File: src/logic/psfp_pkg.sv
package psfp_pkg;
  localparam int CLK_HZ = 10_000_000;
  // Latched shutoff clears after command low this long
  localparam int LATCH_CLR_US = 350;
  localparam int LATCH_CLR_CYC = (LATCH_CLR_US * (CLK_HZ / 1_000_000)) + 1;
  // Wake-up time after low-power release
  localparam int WAKE_MS = 1;
  localparam int WAKE_CYC = WAKE_MS * (CLK_HZ / 1_000);
  // Cycle-by-cycle limited pulses allowed in a row
  localparam logic [3:0] CBC_MAX_RUN = 4'h4;
  // Switching period, soft-start duty and duty step per period, in clock cycles
  localparam logic [7:0] PERIOD_CYC = 8'h64;
  localparam logic [7:0] SOFT_STEP = 8'h02;
  localparam logic [7:0] SOFT_START_DUTY = 8'h02;
  localparam logic [12:0] LATCH_CLR_CNT = 13'(LATCH_CLR_CYC);
  localparam logic [13:0] WAKE_CNT = 14'(WAKE_CYC);

  typedef enum logic [1:0] {
    PSFP_BUCK,
    PSFP_BOOST
  } psfp_mode_t;

  typedef struct packed {
    logic enable;
    logic latched_variant;
    psfp_mode_t mode;
    logic [7:0] duty;
  } psfp_ctrl_t;

  typedef struct packed {
    logic hs_cmd;
    logic ls_cmd;
    logic speedup;
    logic low_power_request;
  } psfp_drive_t;

  typedef struct packed {
    logic running;
    logic starting;
    logic waking;
    logic fault_seen;
    logic latched_shutdown;
  } psfp_stat_t;
endpackage

File: src/logic/psfp_ctrl.sv
// Behaviour
// - Limit consecutive limited cycles, cut pulses
// - Buck start: low side on until ready
// - Boost start: tiny duty, ramp gradually
// - Speed-up gate only after high-side ready
module psfp_ctrl (
  input wire logic clk_in,
  input wire logic rst_n_in,
  input wire psfp_pkg::psfp_ctrl_t ctrl_in,
  input wire logic hs_ready_in,
  input wire logic ls_ready_in,
  output psfp_pkg::psfp_drive_t drive_out,
  output psfp_pkg::psfp_stat_t stat_out
);
  import psfp_pkg::*;

  typedef enum logic [2:0] {
    S_SLEEP,
    S_WAKE,
    S_PRECHARGE,
    S_SOFT,
    S_RUN,
    S_CLEAR
  } psfp_state_t;

  typedef struct packed {
    psfp_state_t st;
    logic [7:0] phase;
    logic [7:0] duty;
    logic [13:0] timer;
    logic [3:0] cbc_run;
    logic hs_rdy_q;
    logic cut;
    psfp_drive_t drv;
    psfp_stat_t stat;
  } psfp_regs_t;

  psfp_regs_t s_r;
  psfp_regs_t s_nxt;

  function automatic logic [7:0] sat_add(input logic [7:0] a,
                                         input logic [7:0] b);
    logic [8:0] sum;
    sum = {1'b0, a} + {1'b0, b};
    sat_add = sum[8] ? 8'hFF : sum[7:0];
  endfunction

  function automatic logic is_starting(input psfp_state_t st);
    is_starting = (st == S_PRECHARGE) || (st == S_SOFT);
  endfunction

  function automatic logic [7:0] next_phase(input logic [7:0] ph,
                                            input logic wrap);
    next_phase = wrap ? 8'h00 : ph + 8'h01;
  endfunction

  // Latched parts stop on the first trip; others after a run of limited pulses
  function automatic logic cbc_limit_hit(input logic [3:0] run,
                                         input logic latched);
    cbc_limit_hit = latched || (run + 4'h1 >= CBC_MAX_RUN);
  endfunction

  logic [7:0] duty_cap;
  logic pulse_hi;
  logic ready_fall;
  logic period_end;
  logic trip;
  logic wake_done;
  logic clear_done;

  always_comb begin
    // Duty above one period clamps
    duty_cap = (ctrl_in.duty < PERIOD_CYC) ? ctrl_in.duty : PERIOD_CYC;
    pulse_hi = (s_r.phase < s_r.duty);
    // Last cycle of the switching period
    period_end = (s_r.phase == PERIOD_CYC - 8'h01);
    // Ready low in mid-pulse: device tripped, lockout or overheated
    ready_fall = s_r.hs_rdy_q && !hs_ready_in;
    // A trip only counts while the high side was commanded on
    trip = (s_r.st == S_RUN) && ready_fall && s_r.drv.hs_cmd;
    wake_done = (s_r.timer >= WAKE_CNT);
    clear_done = (s_r.timer >= {1'b0, LATCH_CLR_CNT});

    s_nxt = s_r;
    s_nxt.hs_rdy_q = hs_ready_in;
    s_nxt.phase = next_phase(s_r.phase, period_end);
    s_nxt.drv.low_power_request = 1'b1;
    s_nxt.drv.hs_cmd = 1'b0;
    s_nxt.drv.ls_cmd = 1'b0;
    // Slow edges until both the high side and the low side report ready
    s_nxt.drv.speedup = hs_ready_in && ls_ready_in;

    unique case (s_r.st)
      S_SLEEP: begin
        // Devices kept in low-power mode while disabled
        s_nxt.drv.low_power_request = 1'b0;
        s_nxt.timer = '0;
        if (ctrl_in.enable) begin
          s_nxt.st = S_WAKE;
        end
      end
      S_WAKE: begin
        s_nxt.timer = s_r.timer + 14'h0001;
        // Device needs the full wake time before it may switch
        if (!ctrl_in.enable) begin
          s_nxt.st = S_SLEEP;
        end else if (wake_done) begin
          s_nxt.timer = '0;
          s_nxt.duty = SOFT_START_DUTY;
          s_nxt.phase = '0;
          s_nxt.st = (ctrl_in.mode == PSFP_BUCK) ? S_PRECHARGE : S_SOFT;
        end
      end
      S_PRECHARGE: begin
        s_nxt.drv.ls_cmd = 1'b1;
        if (!ctrl_in.enable) begin
          s_nxt.st = S_SLEEP;
        end else if (hs_ready_in) begin
          s_nxt.duty = duty_cap;
          s_nxt.phase = '0;
          s_nxt.st = S_RUN;
        end
      end
      S_SOFT: begin
        // Boost: the low side is the main switch
        s_nxt.drv.hs_cmd = 1'b0;
        s_nxt.drv.ls_cmd = pulse_hi && ls_ready_in;
        if (!ctrl_in.enable) begin
          s_nxt.st = S_SLEEP;
        end else if (period_end) begin
          s_nxt.duty = sat_add(s_r.duty, SOFT_STEP);
          if (hs_ready_in && s_nxt.duty >= duty_cap) begin
            s_nxt.duty = duty_cap;
            s_nxt.st = S_RUN;
          end
        end
      end
      S_RUN: begin
        if (period_end) begin
          s_nxt.duty = duty_cap;
          s_nxt.cut = 1'b0;
          if (!s_r.cut) begin
            s_nxt.cbc_run = '0;
          end
        end
        // Pulse shortened once ready drops inside it
        s_nxt.drv.hs_cmd = pulse_hi && !s_r.cut && hs_ready_in;
        s_nxt.drv.ls_cmd = !pulse_hi && ls_ready_in;
        if (trip) begin
          // Keeps third-quadrant time of the partner switch short
          s_nxt.cut = 1'b1;
          s_nxt.drv.hs_cmd = 1'b0;
          s_nxt.stat.fault_seen = 1'b1;
          s_nxt.cbc_run = s_r.cbc_run + 4'h1;
          if (cbc_limit_hit(s_r.cbc_run, ctrl_in.latched_variant)) begin
            s_nxt.timer = '0;
            s_nxt.st = S_CLEAR;
          end
        end
        if (!ctrl_in.enable) begin
          s_nxt.st = S_SLEEP;
        end
      end
      S_CLEAR: begin
        // Hold command low past the latch reset time
        s_nxt.stat.latched_shutdown = 1'b1;
        s_nxt.timer = s_r.timer + 14'h0001;
        // Restart soft: the output may be pre-biased by now
        if (clear_done) begin
          s_nxt.stat.latched_shutdown = 1'b0;
          s_nxt.cbc_run = '0;
          s_nxt.cut = 1'b0;
          s_nxt.timer = '0;
          s_nxt.phase = '0;
          s_nxt.duty = SOFT_START_DUTY;
          s_nxt.st = ctrl_in.enable ? S_SOFT : S_SLEEP;
        end
      end
      default: s_nxt.st = S_SLEEP;
    endcase

    if (s_nxt.st == S_SLEEP) begin
      s_nxt.cbc_run = '0;
      s_nxt.cut = 1'b0;
      s_nxt.stat.latched_shutdown = 1'b0;
    end
    // Shoot-through guard: never both switches on together
    if (s_nxt.drv.hs_cmd) begin
      s_nxt.drv.ls_cmd = 1'b0;
    end
    s_nxt.stat.running = (s_nxt.st == S_RUN);
    s_nxt.stat.starting = is_starting(s_nxt.st);
    s_nxt.stat.waking = (s_nxt.st == S_WAKE);
    // A trip in the disabling cycle still shows once: set wins
    if (!ctrl_in.enable && !trip) begin
      s_nxt.stat.fault_seen = 1'b0;
    end
  end

  always_ff @(posedge clk_in) begin
    if (!rst_n_in) begin
      // Devices start asleep with every command low
      s_r <= '{st: S_SLEEP, default: '0};
    end else begin
      s_r <= s_nxt;
    end
  end

  assign drive_out = s_r.drv;
  assign stat_out = s_r.stat;
endmodule

File: config.mk
export PLATFORM = sky130hd
export DESIGN_NAME = psfp_ctrl
export DESIGN_NICKNAME = d
export VERILOG_FILES = /design/src/logic/psfp_pkg.sv /design/src/logic/psfp_ctrl.sv
export SDC_FILE = /design/constraint.sdc
export NUM_CORES = 1
export LEC_CHECK = 0
export ABC_CLOCK_PERIOD_IN_PS = 8100
export BUFFER_PORTS_ARGS = -buffer_cell sky130_fd_sc_hd__buf_2
export CAP_MARGIN = 20
export CORE_ASPECT_RATIO = 1.25
export CORE_MARGIN = 2
export CORE_UTILIZATION = 65
export CTS_CLUSTER_SIZE = 28
export DETAILED_ROUTE_END_ITERATION = 16
export GPL_TIMING_DRIVEN = 1
export PLACE_DENSITY_LB_ADDON = 0.05
export REMOVE_ABC_BUFFERS = 1
export SETUP_SLACK_MARGIN = 0.05
export SLEW_MARGIN = 10
export SYNTH_ARGS = -nofsm -noshare
export SYNTH_HDL_FRONTEND = slang
export SYNTH_SLANG_ARGS = --single-unit
File: constraint.sdc
create_clock -name clk_in -period 8.1 [get_ports clk_in]
set_input_delay 1.215 -clock clk_in [delete_from_list [all_inputs] [get_ports clk_in]]
set_output_delay 1.215 -clock clk_in [all_outputs]
set_load 0.1 [all_outputs]
=== After elaboration in Yosys (flattened, before gate mapping) ===
Cells that the tools add are included.

* $add $sub $neg: 4
* Order comparisons: 6
* Equal/unequal tests: 22
* Multiplexer cells: 40
* Bitwise gates (word level): 1
* Reductions and logical operators: 31

{| class="wikitable"
|+ Operators with widths
! cell !! number
|-
| 2-to-1 mux 8 bit || 7
|-
| one-hot mux 14 bit (4 select lines) || 1
|-
| one-hot mux 8 bit (5 select lines) || 1
|-
| 2-to-1 mux 37 bit || 1
|-
| 2-to-1 mux 33 bit || 1
|-
| 2-to-1 mux 30 bit || 1
|-
| 2-to-1 mux 3 bit || 9
|-
| one-hot mux 8 bit (3 select lines) || 1
|-
| 2-to-1 mux 19 bit || 1
|-
| 2-to-1 mux 18 bit || 1
|-
| != test 2 bit, second input constant || 9
|-
| one-hot mux 3 bit (6 select lines) || 1
|-
| 2-to-1 mux 16 bit || 1
|-
| adder 14 x 1 -> 14 bit, second input constant || 1
|-
| greater-or-equal comparator 14 x 12 -> 1 bit, second input constant || 1
|-
| greater-or-equal comparator 14 bit, second input constant || 1
|-
| 2-to-1 mux 14 bit || 1
|-
| == test 3 x 2 -> 1 bit, second input constant || 4
|-
| logical AND 1 bit || 10
|-
| adder 8 x 2 -> 9 bit, second input constant || 1
|-
| == test 3 bit, second input constant || 3
|-
| AND reduction 9 bit || 1
|-
| adder 8 x 1 -> 8 bit, second input constant || 1
|-
| == test 8 x 7 -> 1 bit, second input constant || 1
|-
| other kinds (26) || 44
|}

* Register bits: 48
* Input bits: 16
* Output and inout port bits: 9
* Logic and storage cells: 120

=== Longest topological paths before layout ===
* Depth in word-level cells: 10
* Gate-level depth with buffers: 12
* Depth with buffers taken out: 12

=== Least setup slack after synthesis ===
No wires, ideal clock.

* Path kind: in2reg
* From: in ctrl_in[4] (netlist bit)
* To: reg s_r[9] (netlist bit)
* Arrival time: 3,618 ps
* Data required time: 8,020 ps
* Path slack: 4,402 ps
* Stages: 11
* Buffers on the path: 0
* Path through: or3_1 a31oi_1 nand2_1 inv_1 ha_1 nand2b_4 a2111oi_4 o31ai_2 a21boi_0 o21ai_1 a22oi_1

* Cells in the longest elaborated chain, start to end: 10

{| class="wikitable"
|+ RTL lines
! item !! RTL line !! source
|-
| from (decl) || psfp_ctrl.sv:9 || <nowiki>input wire psfp_pkg::psfp_ctrl_t ctrl_in,</nowiki>
|-
| less-than comparator 8 x 7 -> 1 bit || psfp_ctrl.sv:73 || <nowiki>duty_cap = (ctrl_in.duty < PERIOD_CYC) ? ctrl_in.duty : PERIOD_CYC;</nowiki>
|-
| 2-to-1 mux 8 bit * || psfp_ctrl.sv:73 ||
|-
| greater-or-equal comparator 8 bit * || psfp_ctrl.sv:132 || <nowiki>if (hs_ready_in && s_nxt.duty >= duty_cap) begin</nowiki>
|-
| logical AND 1 bit * || psfp_ctrl.sv:132 ||
|-
| 2-to-1 mux 3 bit * || psfp_ctrl.sv:132 ||
|-
| 2-to-1 mux 3 bit * || psfp_ctrl.sv:130 || <nowiki>end else if (period_end) begin</nowiki>
|-
| 2-to-1 mux 3 bit * || psfp_ctrl.sv:128 || <nowiki>if (!ctrl_in.enable) begin</nowiki>
|-
| one-hot mux 3 bit (6 select lines) * || psfp_ctrl.sv:93 || <nowiki>unique case (s_r.st)</nowiki>
|-
| zero test 3 bit * || psfp_ctrl.sv:182 || <nowiki>if (s_nxt.st == S_SLEEP) begin</nowiki>
|-
| OR reduction 2 bit (no line) * || -- ||
|-
| to (signal assigned) || psfp_ctrl.sv:205 || <nowiki>s_r <= s_nxt;</nowiki>
|-
| to (decl) || psfp_ctrl.sv:38 || <nowiki>psfp_regs_t s_r;</nowiki>
|}

Mark *: on every way between the ends. The rest lies on a longest branch, timed or not.
A chain may end at the register's enable or synchronous reset.

=== Final worst setup path ===
Same ends and word-level chain as after synthesis.

==> impl_metrics.env <==
export IMPL_ios=25
export IMPL_layout_nets=425
export IMPL_post_cts_buffers=0
export IMPL_slowest_stage="a2111oi_4"
export IMPL_crit_path_max_fanout=8
export IMPL_ctsResizeCount=0
export IMPL_timing_worst_setup_path_type="in2reg"
export IMPL_worst_pin_slew_ps=859
export IMPL_vias_per_cell=6.15
export IMPL_final_hold_violation_count=0
export IMPL_diodes=0
export IMPL_cp_arrival_ps=4080
export IMPL_dpl_worst_slack_ps=3980
export IMPL_first_iter_violations=220
export IMPL_synth_ff_type="dfxtp_1"
export IMPL_maxCapViolCount=0
export IMPL_clk_pin_slew_ps=80
export IMPL_cts_sinks=48
export IMPL_ctsRootBufferMaster="clkbuf_8"
export IMPL_synth_cell_type_count=64
export IMPL_start_util_pct=66.8
export IMPL_coreArea_um2=4690
export IMPL_worst_path_buf_inv=2
export IMPL_slowest_delay_ps=480
export IMPL_hold_depth=2
export IMPL_synth_area_um2=3140
export IMPL_r2r_slack_ps=4940
export IMPL_finalSetupViolCount=0
export IMPL_min_to="stat_out[1]$_SDFFE_PP0P_"
export IMPL_layout_setup_ws_ps=4250
export IMPL_syn_avg_cell_area_um2=8.29
export IMPL_seq_area_frac_synth_pct=30.6
export IMPL_async_reset_ff_share_pct=0
export IMPL_finalMaxSlewViolations=0
export IMPL_power_density_nw_per_um2=138
export IMPL_reg2reg_to="s_r[9]$_SDFFE_PP0P_"
export IMPL_dieArea_um2=5400
export IMPL_grt_pass1_wl_mm=11.5
export IMPL_rows=28
export IMPL_p_leak_uw=0.00136
export IMPL_ir_drop_mv=0.0959
export IMPL_cts_hold_buf=0
export IMPL_synth_commonest_cells="nor2_1 (51), dfxtp_1 (48), nand2_1 (25)"
export IMPL_ctsHtreeMaxLevel=2
export IMPL_hp_start="stat_out[1]$_SDFFE_PP0P_"
export IMPL_cts_buffers=5
export IMPL_wire_per_inst_um=15.8
export IMPL_reg2regPathDepth=11
export IMPL_clock_fmax_mhz=260
export IMPL_synth_top_area_share_pct=30.6
export IMPL_drc=0
export IMPL_grt_overflow_total=0
export IMPL_synthToLayoutAreaGrowth_pct=5.75
export IMPL_routed_wl_mm=7.09
export IMPL_r2r_start="s_r[31]$_SDFFE_PN0P_"
export IMPL_yosysWarningCount=0
export IMPL_firstDrtPassIters=4
export IMPL_rsz0062_at_grt="false"
export IMPL_path_delay_family="compound AO/OA/AOI/OAI gates"
export IMPL_synth_edff_count=0
export IMPL_synth_area_leaders="dfxtp_1 (31%), ha_1 (8.4%), nor2_1 (6.1%), xnor2_1 (4.5%), nand2_1 (3.0%)"
export IMPL_ys_ff_latch=48
export IMPL_timing_critical_path_cells="buf_2 > or3_1 > a31oi_1 > nand2_1 > inv_1 > ha_1 > nand2b_4 > a2111oi_4 > o31ai_2 > a21boi_0 > o21ai_1 > a22oi_1"
export IMPL_required_ps=8330
export IMPL_final_min_clock_period_ps=3850
export IMPL_die_width_um=66.1
export IMPL_start_kind="primary input"
export IMPL_vias=2760
export IMPL_synth_top_area_cell="dfxtp_1"
export IMPL_antenna_found_initial=0
export IMPL_yosysMostFrequentCell="nor2_1"
export IMPL_grt_max_degree=23
export IMPL_clock_tree_buffer_depth=2
export IMPL_fin_setup_tns_ps=0
export IMPL_grt_pass1_vias=2619
export IMPL_clk_latency_ps=310
export IMPL_hold_path_class="reg2reg"
export IMPL_post_route_period_util_pct=47.5
export IMPL_cts_tree="built"
export IMPL_hold_ws_ps=456
export IMPL_hpwl_mm=5.28
export IMPL_syn_inst=378
export IMPL_grtUsageTotal_pct=27.3
export IMPL_finClkSkew_ps=10.1
export IMPL_portBuffers=24
export IMPL_end_kind="flip-flop"
export IMPL_antenna_left=0
export IMPL_filler_cell_count=384
export IMPL_die_h_um=81.7
export IMPL_place_congestion=0.873
export IMPL_layout_drive_gt1_share_pct=12.3
export IMPL_status="finished clean"
export IMPL_relSlewSlack_pct=42.3
-- final cells by class --
cell class,instances,area (µm²),area share (%)
flip-flops and latches,48,961,29.0
well taps,60,75.1,2.26
clock buffers,6,72.6,2.19
repair buffers,25,128,3.85
clock inverters,2,35.0,1.06
multi-input cells,286,1960,59.2
inverters,22,82.6,2.49
-- placed cells by master (no fill, tap or decap), drive strengths merged, types with 2 or more instances in the layout --
| cell | instances |
|---|---|
| a2111oi | 2 |
| nor2 | 51 |
| buf | 25 |
| and2 | 5 |
| nor2b | 4 |
| a21o | 5 |
| a22o | 6 |
| nand4b | 2 |
| and4 | 3 |
| nor4 | 4 |
| a21oi | 18 |
| nor3 | 6 |
| a21boi | 2 |
| nand2 | 26 |
| clkbuf | 6 |
| a2111o | 2 |
| o22ai | 6 |
| nand2b | 5 |
| dfxtp | 48 |
| nand3 | 14 |
| inv | 22 |
| nor3b | 2 |
| xnor2 | 16 |
| o211ai | 8 |
| a211oi | 9 |
| ha | 21 |
| a311oi | 3 |
| and3 | 8 |
| o21ai | 15 |
| xor2 | 3 |
| a31oi | 9 |
| o311ai | 4 |
| a22oi | 2 |
| o31ai | 2 |
| nand4 | 7 |
| and3b | 2 |
-- sequential cells by signal, indices dropped and copies added, names as in the netlist --
name,cells
drive_out,4
s_r,39
stat_out,5
-- where the power goes --
group	switching, µW	internal (µW)
clock network	81.2	91.7
registers	3.64	239
logic	27.0	14.7
total	112	345
-- logic make-up after synthesis --
| kind of cell | synth area share, % |
|---|---|
| AND/OR/NAND/NOR | 23.6 |
| other | 0.120 |
| multiplexers | 0.319 |
| buffers and inverters | 6.78 |
| flip-flops | 30.6 |
| adder cells (fa/ha/maj) | 8.38 |
| XOR/XNOR | 5.31 |
| AO/OA/AOI/OAI | 24.9 |
-- worst register-to-register path, stage by stage, from the launching register on --
cell      delay, ps
dfxtp_1         400
ha_1            200
nand3_1         140
nor4_1          280
nor2_1          120
ha_1            340
and3_1          170
nand3_1         160
o31ai_2         350
a21boi_0        220
o21ai_1         470
a22oi_1         180
-- through the flow --
stage	util (%)	total power, µW	cells	area, µm²
after floorplan	-	276	356	3010
after global placement	68.3	288	441	3210
after detailed placement	68.3	289	441	3210
after CTS	70.6	461	449	3320
after global routing	70.6	473	449	3320
final	70.6	457	449	3320
-- per-layer routing --
| layer | vias up | part of all wire, % | track usage [%] |
|---|---|---|---|
| met5 | - | 0 | 0 |
| met4 | 0 | 2.3 | 12.4 |
| met3 | 15 | 3.8 | 4.25 |
| met2 | 66 | 51 | 49.5 |
| met1 | 1292 | 43 | 31.0 |
| li1 | 1387 | - | - |
-- worst max path at each step --
stage	slack [ps]	from	endpoint	cells after the start
final	4250	ctrl_in[4]	s_r[9]$_SDFFE_PP0P_	12
after floorplan	4410	ctrl_in[4]	s_r[9]$_SDFFE_PP0P_	11
after CTS	4320	ctrl_in[4]	s_r[9]$_SDFFE_PP0P_	12
after global routing	4010	ctrl_in[4]	s_r[9]$_SDFFE_PP0P_	12
after detailed placement	3980	ctrl_in[4]	s_r[9]$_SDFFE_PP0P_	12
after global placement	4120	ctrl_in[4]	s_r[35]$_SDFFE_PN0P_	12
Note: power is estimated with default switching activity, not from simulation.
